**src/i2c_slave_pkg.sv**
```systemverilog
// Shared constants, register map and state encoding of the I2C slave engine
package i2c_slave_pkg;

  // Register byte offsets
  localparam logic [7:0] OFF_CTRL1 = 8'h00;
  localparam logic [7:0] OFF_CTRL2 = 8'h04;
  localparam logic [7:0] OFF_CTRL3 = 8'h08;
  localparam logic [7:0] OFF_STATUS = 8'h0C;
  localparam logic [7:0] OFF_SADDR = 8'h10;
  localparam logic [7:0] OFF_BUF = 8'h14;
  localparam logic [7:0] OFF_EVENT = 8'h18;

  // control_reg_one fields
  localparam int CTRL1_CKP = 4;
  localparam int CTRL1_EN = 5;
  localparam int CTRL1_OV = 6;
  // control_reg_two fields
  localparam int CTRL2_SEN = 0;
  localparam int CTRL2_ACK_VALUE_SELECT = 5;
  localparam int CTRL2_RECEIVED_ACK_FLAG = 6;
  // control_reg_three fields
  localparam int CTRL3_DATA_HOLD_ENABLE = 0;
  localparam int CTRL3_ADDRESS_HOLD_ENABLE = 1;
  localparam int CTRL3_BUFFER_OVERWRITE_ENABLE = 4;
  localparam int CTRL3_START_IRQ_ENABLE = 5;
  localparam int CTRL3_PCIE = 6;
  localparam int CTRL3_ACK_WINDOW_FLAG = 7;
  // status_reg fields
  localparam int STAT_BF = 0;
  localparam int STAT_UA = 1;
  localparam int STAT_RW = 2;
  localparam int STAT_S = 3;
  localparam int STAT_P = 4;
  localparam int STAT_DA = 5;

  // Reset values
  localparam logic [3:0] MODE_RST = 4'h6;
  localparam logic [7:0] SADDR_RST = 8'h00;

  // mode_select_field encodings
  localparam logic [3:0] MODE_7 = 4'h6;
  localparam logic [3:0] MODE_10 = 4'h7;
  localparam logic [3:0] MODE_7_SP = 4'hE;
  localparam logic [3:0] MODE_10_SP = 4'hF;

  localparam logic [4:0] TEN_HI_PAT = 5'h1E;
  localparam logic [1:0] RESP_OKAY = 2'h0;
  localparam logic [1:0] RESP_SLVERR = 2'h2;

  typedef enum logic [2:0] {
    ST_IDLE = 3'h0,
    ST_ADDR = 3'h1,
    ST_ADDR_LO = 3'h3,
    ST_RX = 3'h2,
    ST_TX = 3'h6
  } state_e;

endpackage

```
**src/i2c_slave_engine.sv**
```systemverilog
// I2C slave engine with AXI4-Lite register access
`timescale 1ns/1ps
module i2c_slave_engine #(
  parameter int AXI_ADDR_W = 8
) (
  // Clock, reset, enable
  input wire logic i_clk,
  input wire logic i_arst_n,
  input wire logic i_ce,
  // AXI4-Lite write
  input wire logic [AXI_ADDR_W-1:0] i_awaddr,
  input wire logic i_awvalid,
  output logic o_awready,
  input wire logic [31:0] i_wdata,
  input wire logic [3:0] i_wstrb,
  input wire logic i_wvalid,
  output logic o_wready,
  output logic [1:0] o_bresp,
  output logic o_bvalid,
  input wire logic i_bready,
  // AXI4-Lite read
  input wire logic [AXI_ADDR_W-1:0] i_araddr,
  input wire logic i_arvalid,
  output logic o_arready,
  output logic [31:0] o_rdata,
  output logic [1:0] o_rresp,
  output logic o_rvalid,
  input wire logic i_rready,
  // I2C pins, open drain
  input wire logic i_scl,
  output logic o_scl_out,
  output logic o_scl_oe,
  input wire logic i_sda,
  output logic o_sda_out,
  output logic o_sda_oe,
  // Event
  output logic o_serial_event
);

  // Configuration
  logic [3:0] mode_select_field;
  logic enable;
  logic stretch_enable;
  logic ack_value_select;
  logic data_hold_enable;
  logic address_hold_enable;
  logic buffer_overwrite_enable;
  logic start_irq_enable;
  logic stop_irq_enable;
  logic [7:0] slave_address_reg;
  // Engine state
  i2c_slave_pkg::state_e state;
  i2c_slave_pkg::state_e after_ack;
  logic [3:0] bit_cnt;
  logic [7:0] shift_register;
  logic [7:0] shift_buffer_reg;
  logic buffer_full;
  logic receive_overflow;
  logic address_update_needed;
  logic ua_after_ack;
  logic rw_stat;
  logic da_stat;
  logic start_stat;
  logic stop_stat;
  logic clock_release_bit;
  logic ack_window_flag;
  logic received_ack_flag;
  logic prior_match;
  logic scl_seen_low;
  logic ack_slot;
  logic ack_soft;
  logic ack_hw;
  logic serial_event_flag;
  // Synchronisers
  logic scl_m, scl_s, scl_d;
  logic sda_m, sda_s, sda_d;
  logic scl_rise, scl_fall, start_det, stop_det;
  // Bus decode
  logic [7:0] aw_addr;
  logic [7:0] ar_off;
  logic [31:0] w_data;
  logic [3:0] w_strb;
  logic wr_en, rd_en, wr_hit, rd_hit;
  logic [7:0] wr_byte;
  logic [7:0] rd_byte;
  // Derived
  logic mode_ok, active, ten_bit, sp_int;
  logic match7, match10hi, ovf_block, hold_now;
  logic next_sda_oe;

  // Only the second and third stages feed logic; the third is a delayed copy for edge detection
  always_ff @(posedge i_clk or negedge i_arst_n) begin
    if (!i_arst_n) begin
      scl_m <= 1'b1;
      scl_s <= 1'b1;
      scl_d <= 1'b1;
      sda_m <= 1'b1;
      sda_s <= 1'b1;
      sda_d <= 1'b1;
    end else if (i_ce) begin
      scl_m <= i_scl;
      scl_s <= scl_m;
      scl_d <= scl_s;
      sda_m <= i_sda;
      sda_s <= sda_m;
      sda_d <= sda_s;
    end
  end

  assign scl_rise = scl_s & ~scl_d;
  assign scl_fall = ~scl_s & scl_d;
  assign start_det = scl_s & scl_d & sda_d & ~sda_s;
  assign stop_det = scl_s & scl_d & ~sda_d & sda_s & scl_seen_low;

  assign mode_ok = (mode_select_field == i2c_slave_pkg::MODE_7) ||
                   (mode_select_field == i2c_slave_pkg::MODE_10) ||
                   (mode_select_field == i2c_slave_pkg::MODE_7_SP) ||
                   (mode_select_field == i2c_slave_pkg::MODE_10_SP);
  assign active = enable & mode_ok;
  assign ten_bit = mode_select_field[0];
  assign sp_int = mode_select_field[3];
  assign match7 = shift_register[7:1] == slave_address_reg[7:1];
  assign match10hi = (shift_register[7:3] == i2c_slave_pkg::TEN_HI_PAT) &&
                     (shift_register[2:1] == slave_address_reg[2:1]);
  assign ovf_block = receive_overflow |
                     (buffer_full & ~buffer_overwrite_enable);
  assign hold_now = (state == i2c_slave_pkg::ST_RX) ? data_hold_enable :
                    address_hold_enable;

  // AXI4-Lite handshakes; one write and one read in flight
  assign wr_en = ~o_awready & ~o_wready & ~o_bvalid;
  assign rd_en = i_arvalid & o_arready;
  assign ar_off = i_araddr[7:0];
  assign wr_byte = w_data[7:0];

  always_comb begin
    if (aw_addr == i2c_slave_pkg::OFF_CTRL1) wr_hit = 1'b1;
    else if (aw_addr == i2c_slave_pkg::OFF_CTRL2) wr_hit = 1'b1;
    else if (aw_addr == i2c_slave_pkg::OFF_CTRL3) wr_hit = 1'b1;
    else if (aw_addr == i2c_slave_pkg::OFF_STATUS) wr_hit = 1'b1;
    else if (aw_addr == i2c_slave_pkg::OFF_SADDR) wr_hit = 1'b1;
    else if (aw_addr == i2c_slave_pkg::OFF_BUF) wr_hit = 1'b1;
    else if (aw_addr == i2c_slave_pkg::OFF_EVENT) wr_hit = 1'b1;
    else wr_hit = 1'b0;
  end

  always_comb begin
    rd_hit = 1'b1;
    if (ar_off == i2c_slave_pkg::OFF_CTRL1) begin
      rd_byte = {1'b0, receive_overflow, enable, clock_release_bit,
                 mode_select_field};
    end else if (ar_off == i2c_slave_pkg::OFF_CTRL2) begin
      rd_byte = {1'b0, received_ack_flag, ack_value_select, 4'h0,
                 stretch_enable};
    end else if (ar_off == i2c_slave_pkg::OFF_CTRL3) begin
      rd_byte = {ack_window_flag, stop_irq_enable, start_irq_enable,
                 buffer_overwrite_enable, 2'h0, address_hold_enable,
                 data_hold_enable};
    end else if (ar_off == i2c_slave_pkg::OFF_STATUS) begin
      rd_byte = {2'h0, da_stat, stop_stat, start_stat, rw_stat,
                 address_update_needed, buffer_full};
    end else if (ar_off == i2c_slave_pkg::OFF_SADDR) begin
      rd_byte = slave_address_reg;
    end else if (ar_off == i2c_slave_pkg::OFF_BUF) begin
      rd_byte = shift_buffer_reg;
    end else if (ar_off == i2c_slave_pkg::OFF_EVENT) begin
      rd_byte = {7'h00, serial_event_flag};
    end else begin
      rd_byte = 8'h00;
      rd_hit = 1'b0;
    end
  end

  always_ff @(posedge i_clk or negedge i_arst_n) begin
    if (!i_arst_n) begin
      o_awready <= 1'b1;
      o_wready <= 1'b1;
      o_bvalid <= 1'b0;
      o_bresp <= i2c_slave_pkg::RESP_OKAY;
      aw_addr <= 8'h00;
      w_data <= 32'h0000_0000;
      w_strb <= 4'h0;
    end else if (i_ce) begin
      if (i_awvalid && o_awready) begin
        aw_addr <= i_awaddr[7:0];
        o_awready <= 1'b0;
      end
      if (i_wvalid && o_wready) begin
        w_data <= i_wdata;
        w_strb <= i_wstrb;
        o_wready <= 1'b0;
      end
      if (wr_en) begin
        o_bvalid <= 1'b1;
        o_bresp <= wr_hit ? i2c_slave_pkg::RESP_OKAY :
                   i2c_slave_pkg::RESP_SLVERR;
      end else if (o_bvalid && i_bready) begin
        o_bvalid <= 1'b0;
        o_awready <= 1'b1;
        o_wready <= 1'b1;
      end
    end
  end

  always_ff @(posedge i_clk or negedge i_arst_n) begin
    if (!i_arst_n) begin
      o_arready <= 1'b1;
      o_rvalid <= 1'b0;
      o_rdata <= 32'h0000_0000;
      o_rresp <= i2c_slave_pkg::RESP_OKAY;
    end else if (i_ce) begin
      if (rd_en) begin
        o_arready <= 1'b0;
        o_rvalid <= 1'b1;
        o_rdata <= {24'h00_0000, rd_byte};
        o_rresp <= rd_hit ? i2c_slave_pkg::RESP_OKAY :
                   i2c_slave_pkg::RESP_SLVERR;
      end else if (o_rvalid && i_rready) begin
        o_rvalid <= 1'b0;
        o_arready <= 1'b1;
      end
    end
  end

  // Plain configuration, written only by software
  always_ff @(posedge i_clk or negedge i_arst_n) begin
    if (!i_arst_n) begin
      mode_select_field <= i2c_slave_pkg::MODE_RST;
      enable <= 1'b0;
      stretch_enable <= 1'b0;
      ack_value_select <= 1'b0;
      data_hold_enable <= 1'b0;
      address_hold_enable <= 1'b0;
      buffer_overwrite_enable <= 1'b0;
      start_irq_enable <= 1'b0;
      stop_irq_enable <= 1'b0;
      slave_address_reg <= i2c_slave_pkg::SADDR_RST;
    end else if (i_ce && wr_en && w_strb[0]) begin
      if (aw_addr == i2c_slave_pkg::OFF_CTRL1) begin
        mode_select_field <= wr_byte[3:0];
        enable <= wr_byte[i2c_slave_pkg::CTRL1_EN];
      end else if (aw_addr == i2c_slave_pkg::OFF_CTRL2) begin
        stretch_enable <= wr_byte[i2c_slave_pkg::CTRL2_SEN];
        ack_value_select <= wr_byte[i2c_slave_pkg::CTRL2_ACK_VALUE_SELECT];
      end else if (aw_addr == i2c_slave_pkg::OFF_CTRL3) begin
        data_hold_enable <= wr_byte[i2c_slave_pkg::CTRL3_DATA_HOLD_ENABLE];
        address_hold_enable <= wr_byte[i2c_slave_pkg::CTRL3_ADDRESS_HOLD_ENABLE];
        buffer_overwrite_enable <= wr_byte[i2c_slave_pkg::CTRL3_BUFFER_OVERWRITE_ENABLE];
        start_irq_enable <= wr_byte[i2c_slave_pkg::CTRL3_START_IRQ_ENABLE];
        stop_irq_enable <= wr_byte[i2c_slave_pkg::CTRL3_PCIE];
      end else if (aw_addr == i2c_slave_pkg::OFF_SADDR) begin
        slave_address_reg <= wr_byte;
      end
    end
  end

  // Protocol engine; software clears come first so hardware sets win
  always_ff @(posedge i_clk or negedge i_arst_n) begin
    if (!i_arst_n) begin
      state <= i2c_slave_pkg::ST_IDLE;
      after_ack <= i2c_slave_pkg::ST_IDLE;
      bit_cnt <= 4'h0;
      shift_register <= 8'h00;
      shift_buffer_reg <= 8'h00;
      buffer_full <= 1'b0;
      receive_overflow <= 1'b0;
      address_update_needed <= 1'b0;
      ua_after_ack <= 1'b0;
      rw_stat <= 1'b0;
      da_stat <= 1'b0;
      start_stat <= 1'b0;
      stop_stat <= 1'b0;
      clock_release_bit <= 1'b1;
      ack_window_flag <= 1'b0;
      received_ack_flag <= 1'b0;
      prior_match <= 1'b0;
      scl_seen_low <= 1'b0;
      ack_slot <= 1'b0;
      ack_soft <= 1'b0;
      ack_hw <= 1'b0;
      serial_event_flag <= 1'b0;
    end else if (i_ce) begin
      if (wr_en && w_strb[0]) begin
        if (aw_addr == i2c_slave_pkg::OFF_CTRL1) begin
          clock_release_bit <= wr_byte[i2c_slave_pkg::CTRL1_CKP];
          if (!wr_byte[i2c_slave_pkg::CTRL1_OV]) receive_overflow <= 1'b0;
        end else if (aw_addr == i2c_slave_pkg::OFF_SADDR) begin
          address_update_needed <= 1'b0;
        end else if (aw_addr == i2c_slave_pkg::OFF_BUF) begin
          shift_buffer_reg <= wr_byte;
          shift_register <= wr_byte;
          buffer_full <= 1'b1;
        end else if (aw_addr == i2c_slave_pkg::OFF_EVENT) begin
          if (wr_byte[0]) serial_event_flag <= 1'b0;
        end
      end
      if (rd_en && ar_off == i2c_slave_pkg::OFF_BUF) buffer_full <= 1'b0;
      if (!scl_s) scl_seen_low <= 1'b1;
      if (!active) begin
        state <= i2c_slave_pkg::ST_IDLE;
        ack_slot <= 1'b0;
        ack_window_flag <= 1'b0;
      end else if (start_det) begin
        state <= i2c_slave_pkg::ST_ADDR;
        bit_cnt <= 4'h0;
        ack_slot <= 1'b0;
        ack_window_flag <= 1'b0;
        start_stat <= 1'b1;
        stop_stat <= 1'b0;
        if (sp_int || start_irq_enable) serial_event_flag <= 1'b1;
      end else if (stop_det) begin
        state <= i2c_slave_pkg::ST_IDLE;
        ack_slot <= 1'b0;
        ack_window_flag <= 1'b0;
        prior_match <= 1'b0;
        scl_seen_low <= 1'b0;
        start_stat <= 1'b0;
        stop_stat <= 1'b1;
        if (sp_int || stop_irq_enable) serial_event_flag <= 1'b1;
      end else if (scl_rise && state != i2c_slave_pkg::ST_IDLE) begin
        if (bit_cnt < 4'h9) bit_cnt <= bit_cnt + 4'h1;
        if (bit_cnt < 4'h8 && state != i2c_slave_pkg::ST_TX) begin
          shift_register <= {shift_register[6:0], sda_s};
        end
        if (bit_cnt == 4'h8 && state == i2c_slave_pkg::ST_TX) begin
          received_ack_flag <= sda_s;
        end
      end else if (scl_fall && state != i2c_slave_pkg::ST_IDLE) begin
        if (state == i2c_slave_pkg::ST_TX && bit_cnt > 4'h0 &&
            bit_cnt < 4'h8) begin
          shift_register <= {shift_register[6:0], 1'b0};
        end
        if (bit_cnt == 4'h8) begin
          // Eighth falling edge: the byte is complete
          case (state)
            i2c_slave_pkg::ST_ADDR: begin
              if ((!ten_bit && match7) || (ten_bit && match10hi &&
                  (!shift_register[0] || prior_match))) begin
                ack_slot <= 1'b1;
                ack_soft <= address_hold_enable;
                ack_hw <= ~ovf_block;
                if (buffer_full && !receive_overflow) begin
                  receive_overflow <= 1'b1;
                end
                if (!ovf_block) begin
                  shift_buffer_reg <= shift_register;
                  buffer_full <= 1'b1;
                end
                rw_stat <= shift_register[0];
                da_stat <= 1'b0;
                ua_after_ack <= ten_bit & ~shift_register[0];
                if (ten_bit && !shift_register[0]) prior_match <= 1'b0;
                if (shift_register[0]) after_ack <= i2c_slave_pkg::ST_TX;
                else if (ten_bit) after_ack <= i2c_slave_pkg::ST_ADDR_LO;
                else after_ack <= i2c_slave_pkg::ST_RX;
                if (address_hold_enable) begin
                  ack_window_flag <= 1'b1;
                  serial_event_flag <= 1'b1;
                  clock_release_bit <= 1'b0;
                end
              end else begin
                if (ten_bit) prior_match <= 1'b0;
                state <= i2c_slave_pkg::ST_IDLE;
              end
            end
            i2c_slave_pkg::ST_ADDR_LO: begin
              if (shift_register == slave_address_reg) begin
                ack_slot <= 1'b1;
                ack_soft <= address_hold_enable;
                ack_hw <= ~ovf_block;
                if (!ovf_block) begin
                  shift_buffer_reg <= shift_register;
                  buffer_full <= 1'b1;
                end
                prior_match <= 1'b1;
                ua_after_ack <= 1'b1;
                after_ack <= i2c_slave_pkg::ST_RX;
                if (address_hold_enable) begin
                  ack_window_flag <= 1'b1;
                  serial_event_flag <= 1'b1;
                  clock_release_bit <= 1'b0;
                end
              end else begin
                serial_event_flag <= 1'b1;
                address_update_needed <= 1'b1;
                state <= i2c_slave_pkg::ST_IDLE;
              end
            end
            i2c_slave_pkg::ST_RX: begin
              ack_slot <= 1'b1;
              ack_soft <= data_hold_enable;
              ack_hw <= ~ovf_block;
              if (buffer_full && !receive_overflow) receive_overflow <= 1'b1;
              if (!ovf_block) begin
                shift_buffer_reg <= shift_register;
                buffer_full <= 1'b1;
              end
              da_stat <= 1'b1;
              after_ack <= i2c_slave_pkg::ST_RX;
              if (data_hold_enable) begin
                ack_window_flag <= 1'b1;
                serial_event_flag <= 1'b1;
                clock_release_bit <= 1'b0;
              end
            end
            default: begin
              buffer_full <= 1'b0;
              da_stat <= 1'b1;
            end
          endcase
        end else if (bit_cnt == 4'h9) begin
          // Ninth falling edge: the acknowledge slot ends
          bit_cnt <= 4'h0;
          ack_slot <= 1'b0;
          ack_window_flag <= 1'b0;
          if (state == i2c_slave_pkg::ST_TX) begin
            serial_event_flag <= 1'b1;
            if (received_ack_flag) begin
              state <= i2c_slave_pkg::ST_IDLE;
            end else begin
              clock_release_bit <= 1'b0;
            end
          end else if (ack_slot) begin
            if (!hold_now || o_sda_oe) serial_event_flag <= 1'b1;
            if (!o_sda_oe) begin
              state <= i2c_slave_pkg::ST_IDLE;
            end else begin
              state <= after_ack;
              if (ua_after_ack) begin
                address_update_needed <= 1'b1;
              end else if (after_ack == i2c_slave_pkg::ST_TX) begin
                clock_release_bit <= 1'b0;
              end else if (stretch_enable) begin
                clock_release_bit <= 1'b0;
              end
            end
          end
        end
      end
    end
  end

  always_comb begin
    next_sda_oe = 1'b0;
    if (!active || start_det || stop_det) begin
      next_sda_oe = 1'b0;
    end else if (state == i2c_slave_pkg::ST_TX && bit_cnt < 4'h8) begin
      next_sda_oe = ~shift_register[7];
    end else if (ack_slot && bit_cnt >= 4'h8) begin
      next_sda_oe = ack_soft ? ~ack_value_select : ack_hw;
    end
  end

  // Pins: outputs only ever pull low
  always_ff @(posedge i_clk or negedge i_arst_n) begin
    if (!i_arst_n) begin
      o_scl_out <= 1'b0;
      o_sda_out <= 1'b0;
      o_scl_oe <= 1'b0;
      o_sda_oe <= 1'b0;
      o_serial_event <= 1'b0;
    end else if (i_ce) begin
      o_scl_out <= 1'b0;
      o_sda_out <= 1'b0;
      // Grabbing SCL while high would cut the master's pulse short
      o_scl_oe <= active & (~clock_release_bit | address_update_needed) &
                  (o_scl_oe | ~scl_s);
      o_sda_oe <= next_sda_oe;
      o_serial_event <= serial_event_flag;
    end
  end

endmodule // i2c_slave_engine

```
**config.mk**
```make
export PLATFORM = sky130hd
export DESIGN_NAME = i2c_slave_engine
export DESIGN_NICKNAME = d
export VERILOG_FILES = /design/src/i2c_slave_pkg.sv /design/src/i2c_slave_engine.sv
export SDC_FILE = /design/constraint.sdc
export NUM_CORES = 1
export LEC_CHECK = 0
export ABC_AREA = 1
export BUFFER_PORTS_ARGS = -buffer_cell sky130_fd_sc_hd__buf_2
export CORE_ASPECT_RATIO = 1.25
export CORE_MARGIN = 2
export CORE_UTILIZATION = 45
export CTS_BUF_LIST = sky130_fd_sc_hd__clkbuf_8
export DETAILED_ROUTE_END_ITERATION = 8
export GPL_TIMING_DRIVEN = 0
export PLACE_DENSITY = 0.67
export SLEW_MARGIN = 20
export SYNTH_ARGS = -nofsm -noshare
export SYNTH_HDL_FRONTEND = slang
export SYNTH_SLANG_ARGS = --single-unit
```
**constraint.sdc**
```tcl
create_clock -name i_clk -period 3.7 [get_ports i_clk]
set_input_delay 0.74 -clock i_clk [delete_from_list [all_inputs] [get_ports i_clk]]
set_output_delay 0.74 -clock i_clk [all_outputs]
set_load 0.05 [all_outputs]
```
==> key figures, run 1 <==
Route
  • DR WL/cell: 15.4 µm
  • Total wire length: 16400 µm
  • DRT iter0 DRCs: 437
  • Number of routed nets with antenna violations: 0
  • Vias per Instance: 5.17
  • Via count: approximately 5500
  • # DRC: 0
  • Drt first pass iters: 5

Pwr
  • Logic gate share of total power: 0.278
  • Psw: 1.19 mW
  • Leakage: 3.34 nW
  • Seq pwr share: 0.481
  • Pwr dens: 441 nW/µm²
  • Sw frac: 0.395
  • Total power: around 3 mW
  • Clk pwr share: 0.242
  • Internal: around 1.8 mW
  • Worst IR Drop VDD: between 0.0004 and 0.0005 V

Layout
  • Layout cells sized above 1: 0.191
  • Layout area overhead: 13.4%
  • Final-stage net count: 954
  • Design area: 6800 µm²
  • Ant diodes: 0
  • Fill count: 1329
  • Final core occ: 0.519

Synthesis
  • Most used DFF post-synth: dfrtp_1
  • Yosys top cell by area: dfrtp_1
  • Cell count after synthesis: 798
  • Seq/Total Area, Yosys: 0.436
  • Top cells by area, synth: dfrtp_1 38%, nand2_1 11%, dfstp_2 5.3%, nor2_1 5.3%, o21ai_0 4.9%
  • Asr flop ratio synth: 1.00
  • Number of enable flip-flop cells after synthesis: 0
  • Yosys cell types: 50
  • Mapped Area: 6000 µm²
  • Area fraction of the dominant cell type after synthesis: 0.384
  • Synthesized flop and latch total: 104
  • Syn_area_per_cell: roughly 7.5 µm²
  • Syn. warnings: 0

Critical path
  • Crit path to: enable$_DFFE_PN0P_
  • R2R setup slack: 1.55 ns
  • CP endpoint kind: register
  • Setup crit start: i_ce
  • Path depth of the worst reg2reg path: 10
  • Worst setup SP type: input port
  • Reg-to-Reg End: shift_register[3]$_DFFE_PN0P_
  • Critical path required time: 3.99 ns
  • Worst EP arrival: 2.47 ns
  • Worst-path fanout max: 10
  • R2r startpoint: mode_select_field[2]$_DFFE_PN1P_
  • Critical path class: input port to register

Die
  • Initial Utilization: 0.458
  • Total core area: between 10000 and 15000 µm²
  • Die ar.: 14300 µm²
  • I/O pins: 108
  • Row count: 47
  • Die height: 133 µm
  • Die width: 107 µm

Global route
  • Initial antenna violation count: 0
  • First-pass GRT wire length: 26800 µm
  • Grt ovf: 0
  • Largest net degree at the start of global routing: slightly below 80
  • All-layer global routing usage: 0.242
  • Vias in the first global route: 5268

Timing
  • Final period util: 0.589
  • Setup_tns: 0 ns
  • Clock skew: 0.0117 ns
  • Fmax: 459 MHz
  • Max-slew violations: 0
  • Worst-Margin Slew: 0.720 ns
  • Post-route worst setup slack: around 1.5 ns
  • Endpoints failing setup: 0
  • Crit path time final: between 2 and 2.5 ns
  • Max_slew headroom: 0.520
  • Unrepaired setup endpoints after global routing: false
  • Fin. Hold Viols: 0

Outcome
  • Status: complete, no violations

Place
  • Post-DP HPWL: 12700 µm
  • I/O Buffers: 52
  • RePlAce Congestion: 0.942
  • Placement Cell Area: approximately 6600 µm²
  • Worst slack, placed: 1.10 ns

Clock network
  • Clock slew at reported path FFs: 0.11 ns
  • CTS tree: done
  • Worst-Skew Late Latency: 0.40 ns
  • CTS Buf Count: 9
  • Post-CTS Hold Fix Bufs: 0
  • Clk sinks: 104
  • Clk root buf: clkbuf_8
  • # resized after CTS: 0
  • H-Tree Depth: 3
  • Post-CTS Repair Setup Buffers: 0
  • Clk buf depth: 2

Job
  • Max_cap viols: 0

Worst hold path
  • HP Class: input port to async pin
[through the flow]
stage | hold slack [ns] | instances
3_5_place_dp | 0.454 | 1049
3_3_place_gp | 0.451 | 1048
2_1_floorplan | 0.435 | 825
4_1_cts | 0.195 | 1065
6_report | 0.189 | 1065
5_1_grt | 0.205 | 1065
[Yosys cell counts, types with 7 or more instances]
library cell / instances
nand3_1: 53
nor3_1: 8
nand2_1: 180
nor2_1: 84
dfstp_2: 12
nand4_1: 11
inv_1: 76
o21ai_1: 36
clkbuf_1: 7
buf_4: 30
inv_2: 25
o21ai_0: 59
dfrtp_1: 92
a21oi_1: 52
[power by group through the flow]
stage	Sequential, mW	Clock, mW	Combinational, mW
after floorplan	1.61	0	0.443
after global placement	1.46	0	0.825
after detailed placement	1.46	0	0.839
after CTS	1.44	0.736	0.842
after global routing	1.47	0.782	0.925
final	1.44	0.725	0.833
[critical path, stage by stage]
cell and delay [ns]:
buf_2 0.11, clkbuf_1 0.56, buf_1 0.52, nand2_1 0.34, nand2_1 0.12, o21ai_1 0.06
[layer usage]
layer | part of all wire | GRT usage | wire, µm
met4 | 0.034 | 0.0988 | 563
met5 | 0 | 0 | 0
met3 | 0.047 | 0.0396 | 771
met2 | 0.50 | 0.412 | 8270
met1 | 0.42 | 0.304 | 6830
[cell usage in the layout, fill, tap and decap left out, drive strengths merged, types with 2 or more instances in the layout]
cell and count:
a21oi 53, a22oi 2, a2bb2oi 2, a311oi 2, a31oi 2, buf 90, clkbuf 16, clkinv 2
conb 28, dfrtp 92, dfstp 12, ha 3, inv 107, mux2 3, nand2 186, nand3 61
nand4 12, nor2 89, nor3 12, o211ai 7, o21a 2, o21ai 97, o22ai 2, xnor2 4
[worst min-delay path by stage]
stage                                        from                 endpoint  slack [ns]
after floorplan           prior_match$_DFFE_PN0P_  prior_match$_DFFE_PN0P_        0.43
after CTS                                i_arst_n     ack_soft$_DFFE_PN0P_        0.20
final                                    i_arst_n     ack_soft$_DFFE_PN0P_        0.19
after detailed placement        sda_m$_DFFE_PN1P_        sda_m$_DFFE_PN1P_        0.45
after global placement          sda_m$_DFFE_PN1P_        sda_m$_DFFE_PN1P_        0.45
after global routing                     i_arst_n     ack_soft$_DFFE_PN0P_        0.20
[final cells by class]
class,instances,area (µm²),share of cell area
buffer,44,302,0.0443
clock buffer,9,124,0.0182
clock inverter,7,68.8,0.0101
inverter,102,383,0.0563
multi-input combinational,575,2800,0.412
sequential,104,2620,0.385
tap,171,214,0.0314
timing repair buffer,53,294,0.0432
[kinds of logic (layout without fill, tap and decap cells)]
| group | count (synthesis) | count (layout) | share of synthesized area |
|---|---|---|---|
| compound gates | 172 | 172 | 0.157 |
| xor+xnor | 5 | 5 | 0.00730 |
| buf+inv | 146 | 215 | 0.114 |
| simple gates | 364 | 364 | 0.273 |
| other cells | 1 | 28 | 0.000625 |
| mux | 3 | 3 | 0.00563 |
| flops | 104 | 104 | 0.436 |
| fa+ha+maj | 3 | 3 | 0.00625 |
Note: power is estimated with default switching activity, not from simulation.
==> inputs of run 2 (changes only) <==
--- a/config.mk
+++ b/config.mk
@@ -13,7 +13,7 @@
 export CTS_BUF_LIST = sky130_fd_sc_hd__clkbuf_8
 export DETAILED_ROUTE_END_ITERATION = 8
 export GPL_TIMING_DRIVEN = 0
-export PLACE_DENSITY = 0.67
+export PLACE_DENSITY = 0.69
 export SLEW_MARGIN = 20
 export SYNTH_ARGS = -nofsm -noshare
 export SYNTH_HDL_FRONTEND = slang
==> constraint.sdc (replaced) <==
create_clock -name i_clk -period 1.92 [get_ports i_clk]
set_input_delay 0.384 -clock i_clk [delete_from_list [all_inputs] [get_ports i_clk]]
set_output_delay 0.384 -clock i_clk [all_outputs]
set_load 0.05 [all_outputs]
==> key figures, run 2 (synthesis gave the netlist of run 1 again) <==
Die
  • Initial Utilization: 0.458 (unchanged)
  • Row count: 47 (unchanged)
  • I/O pins: 108 (unchanged)
  • Total core area: 13100 µm² (unchanged)
  • Die height: 133 µm (unchanged)
  • Die ar.: 14300 µm² (unchanged)
  • Die width: 107 µm (unchanged)

Route
  • DRT iter0 DRCs: 470 (+7.6%)
  • Drt first pass iters: 7 (+2)
  • Vias per Instance: 5.21 (+0.71%)
  • Total wire length: 17200 µm (+4.8%)
  • Number of routed nets with antenna violations: 0 (unchanged)
  • Via count: 5742 (+4.3%)
  • # DRC: 0 (unchanged)
  • DR WL/cell: 15.6 µm (+1.2%)

Clock network
  • H-Tree Depth: 3 (unchanged)
  • Worst-Skew Late Latency: 0.40 ns (about the same)
  • CTS tree: done
  • Clock slew at reported path FFs: 0.10 ns (about the same)
  • Clk buf depth: 2 (unchanged)
  • CTS Buf Count: 9 (unchanged)
  • Clk sinks: 104 (unchanged)
  • Clk root buf: clkbuf_8

Place
  • RePlAce Congestion: 0.965 (+2.5%)
  • Placed insts: 1049 (unchanged)
  • Post-DP HPWL: 12800 µm (+0.32%)
  • Placement Cell Area: 6610 µm² (unchanged)
  • I/O Buffers: 52 (unchanged)

Global route
  • Vias in the first global route: 5306 (+0.72%)
  • Initial antenna violation count: 0 (unchanged)
  • Largest net degree at the start of global routing: 62 (-21%)
  • Grt ovf: 0 (unchanged)
  • First-pass GRT wire length: 26900 µm (+0.64%)
  • All-layer global routing usage: 0.244 (+0.00218)

Critical path
  • CP peak stage delay: 0.43 ns (-0.13 ns)
  • Worst setup SP type: register
  • Worst path slowest cell: dfrtp_1
  • CP endpoint kind: register
  • Worst EP arrival: 2.13 ns (-0.34 ns)
  • Critical path class: register to register
  • Worst-path fanout max: 7 (-3)
  • CP cell instances: inv_2 -> ha_2 -> nand2_4 -> nor2_4 -> inv_2 -> nor2_2 -> nand2_1 -> nor2_4 -> nand3_2 -> nand2_1 -> o21ai_1
  • Critical path required time: 2.19 ns (-1.80 ns)

Layout
  • Design area: 7320 µm² (+7.6%)
  • Final-stage net count: 992 (+4.0%)
  • Register Area: 2630 µm² (+0.43%)
  • Final std cells w/o fill: 1103 (+3.6%)
  • Final core occ: 0.558 (+0.0395)
  • Commonest cells after routing, fill and taps aside: 172 x nand2_1, 83 x dfrtp_1, 74 x inv_1
  • Layout cells sized above 1: 0.262 (+0.0705)
  • Fill count: 1306 (-1.7%)
  • Layout area overhead: 22.0%
  • Area taken by multi-input logic gates: 2960 µm² (+5.8%)
  • Ant diodes: 0 (unchanged)
  • Most common cell after layout, fill and taps aside: nand2_1

Pwr
  • Pwr dens: 813 nW/µm² (+84%)
  • Leakage: 3.57 nW (+6.9%)
  • Total power: 5.95 mW (+98%)
  • Clk pwr share: 0.242 (about the same)
  • Psw: 2.31 mW (+94%)
  • Sw frac: 0.388 (-0.00787)
  • Worst IR Drop VDD: 0.000866 V (+75%)
  • Logic gate share of total power: 0.289 (+0.011)
  • Internal: 3.64 mW (+100%)
  • Seq pwr share: 0.469 (-0.012)

Timing
  • Final period util: 0.966
  • Max_slew headroom: 0.584 (+0.0645)
  • Fmax: 539 MHz
  • Fin. Hold Viols: 0 (unchanged)
  • Max-slew violations: 0 (unchanged)
  • Endpoints failing setup: 0 (unchanged)
  • Worst hold slack: 0.193 ns (+0.00420 ns)
  • Worst-Margin Slew: 0.623 ns (-0.0968 ns)
  • Crit path time final: 1.86 ns
  • Unrepaired setup endpoints after global routing: true
  • Clock skew: 0.0204 ns (+0.00877 ns)

Outcome
  • Status: complete, no violations

Worst hold path
  • HP Class: input port to register

Job
  • Max_cap viols: 0 (unchanged)
==> run 2: cell count changes in the layout (fill, tap and decap cells not counted), sizes merged <==
cell	before	now
buf	90	125
inv	107	104
nand3	61	62
dlygate4sd3	0	1
clkbuf	16	17
bufinv	0	1
clkinv	2	3
clkinvlp	0	1
==> run 2: per-stage QoR <==
stage	TNS, ns	setup WS [ns]
6_report	0	0.0647
3_5_place_dp	-6.03	-0.338
5_1_grt	-0.160	-0.0381
4_1_cts	0	0.00835
2_1_floorplan	0	0.170
3_3_place_gp	-74.82	-0.740
==> run 2: power groups by stage <==
| stage | logic [mW] | registers (mW) | clock network (mW) |
|---|---|---|---|
| after floorplan | 0.854 | 3.10 | 0 |
| after global placement | 1.58 | 2.81 | 0 |
| after detailed placement | 1.62 | 2.82 | 0 |
| after CTS | 1.63 | 2.78 | 1.47 |
| after global routing | 1.88 | 2.83 | 1.55 |
| final | 1.72 | 2.79 | 1.44 |
==> run 2: path summary, 6_finish.rpt <==
path,slack (ns),depth (start not counted),from,endpoint
worst max-delay path,0.06,11,bit_cnt[0]$_DFFE_PN0P_,ack_soft$_DFFE_PN0P_
worst min-delay path,0.19,3,i_sda,sda_m$_DFFE_PN1P_
worst max register to register,0.06,11,bit_cnt[0]$_DFFE_PN0P_,ack_soft$_DFFE_PN0P_
worst min register to register,0.47,2,scl_m$_DFFE_PN1P_,scl_m$_DFFE_PN1P_
max in group asynchronous,0.76,3,i_arst_n,o_awready$_DFFE_PN1P_
min in group asynchronous,0.45,2,i_arst_n,after_ack[1]$_DFFE_PN0P_
==> run 2: final cells by class <==
type | instances | share of cell area
plain buffers | 44 | 0.0420
well taps | 171 | 0.0292
repair buffers | 90 | 0.0848
inverters | 102 | 0.0533
clock inverters | 7 | 0.00991
clock buffers | 9 | 0.0169
flip-flops and latches | 104 | 0.359
multi-input cells | 576 | 0.405
==> run 2: timing repair <==
item,CTS,global route
gates resized for setup,13,50
cloned,1,3
setup buffers,3,30
endpoints found under the setup margin,27,51
pin swaps,4,19
endpoints found under the hold margin,37,0
hold buffers,1,0
==> run 2: per-layer routing <==
metal | up-vias | share of wire | GRT usage
li1 | 2811 | - | -
met1 | 2671 | 0.41 | 0.304
met2 | 202 | 0.50 | 0.404
met3 | 58 | 0.046 | 0.0342
met4 | 0 | 0.049 | 0.138
met5 | - | 0 | 0
==> run 2: critical path, delay by kind of cell, from the launching register on <==
| family | cells | cell delay, ns |
|---|---|---|
| AO/OA/AOI/OAI | 1 | 0.05 |
| AND/OR/NAND/NOR | 7 | 0.85 |
| adder cells (fa/ha/maj) | 1 | 0.21 |
| buffers and inverters | 2 | 0.20 |
| flip-flops | 1 | 0.43 |
==> inputs of run 3 (changes only) <==
--- a/config.mk
+++ b/config.mk
@@ -13,7 +13,7 @@
 export CTS_BUF_LIST = sky130_fd_sc_hd__clkbuf_8
 export DETAILED_ROUTE_END_ITERATION = 8
 export GPL_TIMING_DRIVEN = 0
-export PLACE_DENSITY = 0.69
+export PLACE_DENSITY = 0.78
 export SLEW_MARGIN = 20
 export SYNTH_ARGS = -nofsm -noshare
 export SYNTH_HDL_FRONTEND = slang
==> key figures, run 3 (synthesis gave the netlist of run 1 again) <==
Timing
  • Clock skew: 0.0128 ns (-0.00761 ns)
  • Unrepaired setup endpoints after global routing: true
  • Max_slew headroom: 0.554 (-0.0306)
  • Post-route worst setup slack: 0.0410 ns (-0.0236 ns)
  • Max-slew violations: 0 (unchanged)
  • Fin. Hold Viols: 0 (unchanged)
  • Crit path time final: 1.88 ns (+0.0236 ns)
  • Worst-Margin Slew: 0.669 ns (+0.0459 ns)
  • Fmax: 532 MHz (-1.3%)
  • Worst hold slack: 0.187 ns (-0.00600 ns)
  • Final period util: 0.979 (+0.0123)
  • Endpoints failing setup: 0 (unchanged)

Critical path
  • Worst setup SP type: register
  • Critical path class: register to register
  • Worst path slowest cell: dfstp_2
  • Most used cell, CP: inv_2
  • Worst-path fanout max: 6 (-1)
  • CP endpoint kind: register
  • Critical path required time: 2.18 ns (about the same)
  • CP cell instances: nand3_4 -> inv_2 -> nand2_4 -> inv_2 -> nand2_2 -> inv_4 -> o211ai_4 -> buf_4 -> o211ai_1 -> o21ai_1
  • CP peak stage delay: 0.60 ns (+0.17 ns)
  • Worst EP arrival: 2.14 ns (about the same)

Layout
  • Ant diodes: 0 (unchanged)
  • Layout cells sized above 1: 0.259 (-0.00258)
  • Most common cell after layout, fill and taps aside: nand2_1
  • Layout area overhead: 21.0%
  • Final core occ: 0.554 (-0.00467)
  • Final-stage net count: 982 (-1.0%)
  • Final std cells w/o fill: 1093 (-0.91%)
  • Commonest cells after routing, fill and taps aside: 169 x nand2_1, 84 x dfrtp_1, 74 x nor2_1

Job
  • Max_cap viols: 0 (unchanged)

Clock network
  • Clk root buf: clkbuf_8
  • CTS tree: done
  • Clk sinks: 104 (unchanged)
  • CTS Buf Count: 9 (unchanged)
  • Worst-Skew Late Latency: 0.39 ns (about the same)
  • Clk buf depth: 2 (unchanged)
  • Clock slew at reported path FFs: 0.11 ns (about the same)
  • H-Tree Depth: 3 (unchanged)

Die
  • I/O pins: 108 (unchanged)
  • Row count: 47 (unchanged)
  • Die height: 133 µm (unchanged)
  • Initial Utilization: 0.458 (unchanged)
  • Die ar.: 14300 µm² (unchanged)
  • Die width: 107 µm (unchanged)
  • Total core area: 13100 µm² (unchanged)

Pwr
  • Logic gate share of total power: 0.292 (+0.003)
  • Seq pwr share: 0.473 (+0.004)
  • Worst IR Drop VDD: 0.000820 V (-5.3%)
  • Internal: 3.55 mW (-2.7%)
  • Pwr dens: 814 nW/µm² (+0.16%)
  • Sw frac: 0.400 (+0.0124)
  • Psw: 2.36 mW (+2.5%)
  • Clk pwr share: 0.236 (-0.006)
  • Leakage: 3.50 nW (-2.2%)

Place
  • Worst slack, placed: -0.308 ns (+0.0294 ns)
  • I/O Buffers: 52 (unchanged)
  • Placed insts: 1049 (unchanged)
  • RePlAce Congestion: 0.987 (+2.2%)
  • Post-DP HPWL: 12700 µm (-1.1%)

Route
  • Number of routed nets with antenna violations: 0 (unchanged)
  • Via count: 5767 (+0.44%)
  • Vias per Instance: 5.28 (+1.4%)
  • DRT iter0 DRCs: 453 (-3.6%)
  • DR WL/cell: 15.7 µm (+0.65%)
  • Drt first pass iters: 7 (unchanged)
  • Total wire length: 17200 µm (-0.27%)
  • # DRC: 0 (unchanged)

Outcome
  • Status: complete, no violations

Worst hold path
  • HP Class: input port to register

Global route
  • First-pass GRT wire length: 27200 µm (+0.87%)
  • Largest net degree at the start of global routing: 68 (+9.7%)
  • All-layer global routing usage: 0.245 (+0.000820)
  • Initial antenna violation count: 0 (unchanged)
  • Vias in the first global route: 5456 (+2.8%)
  • Grt ovf: 0 (unchanged)
==> run 3: cell count changes in the layout (fill, tap and decap cells not counted), moves of 2 or more <==
| cell | delta |
|---|---|
| clkinv_8 | +2 |
| buf_12 | -2 |
| nand3_1 | -2 |
| inv_1 | -3 |
| nand2_2 | +3 |
| buf_4 | -7 |
| nand2_1 | -3 |
| nor2_4 | +2 |
| nor2_2 | -3 |
| inv_2 | +2 |
==> run 3: per-layer routing <==
layer	vias up	GRT usage	share of wire
met4	0	0.117	0.041
li1	2797	-	-
met5	-	0	0
met2	242	0.421	0.51
met1	2677	0.298	0.39
met3	51	0.0386	0.057
==> run 3: layout make-up <==
cell class / count / area [µm²]
repair buffers: 80 / 499
well taps: 171 / 214
multi-input cells: 576 / 3020
inverters: 102 / 390
fillers: 1237 / 5850
clock inverters: 7 / 75.1
flip-flops and latches: 104 / 2630
plain buffers: 44 / 307
clock buffers: 9 / 124
==> run 3: through the flow <==
step	power [mW]	instance area, µm²	TNS [ns]
after global placement	4.38	6580	-71.06
after detailed placement	4.43	6610	-5.70
after global routing	6.22	7260	-0.487
after floorplan	3.95	6100	0
final	5.91	7260	0
after CTS	5.81	6900	0
==> run 3: power by group through the flow <==
stage	clock [mW]	sequential [mW]	combinational, mW
after floorplan	0	3.10	0.854
after global placement	0	2.81	1.57
after detailed placement	0	2.82	1.61
after CTS	1.41	2.78	1.62
after global routing	1.49	2.83	1.90
final	1.39	2.79	1.73
==> run 3: worst paths after layout <==
check                                            startpoint                             to  slack [ns]  depth (start not counted)
setup / recovery           mode_select_field[2]$_DFFE_PN1P_  shift_register[3]$_DFFE_PN0P_        0.04                         10
hold / removal                                        i_sda              sda_m$_DFFE_PN1P_        0.19                          3
setup reg to reg           mode_select_field[2]$_DFFE_PN1P_  shift_register[3]$_DFFE_PN0P_        0.04                         10
hold reg to reg                           sda_m$_DFFE_PN1P_              sda_m$_DFFE_PN1P_        0.47                          2
max in group asynchronous                          i_arst_n          o_awready$_DFFE_PN1P_        0.75                          3
min in group asynchronous                          i_arst_n           ack_soft$_DFFE_PN0P_        0.45                          2
==> run 3: repair_timing <==
item                                    4_1_cts  5_1_grt
gates cloned                                  1        2
hold buffers                                  1        0
endpoints found under the setup margin       28       46
resized for setup                            12       59
endpoints found under the hold margin        31        0
pin swaps                                     4       15
buffers inserted                              4       20
==> run 3: critical path, delay by kind of cell, from the launching register on <==
kind | cells | cell delay [ns]
AO/OA/AOI/OAI | 3 | 0.39
buffers and inverters | 4 | 0.48
flip-flops | 1 | 0.60
AND/OR/NAND/NOR | 3 | 0.28
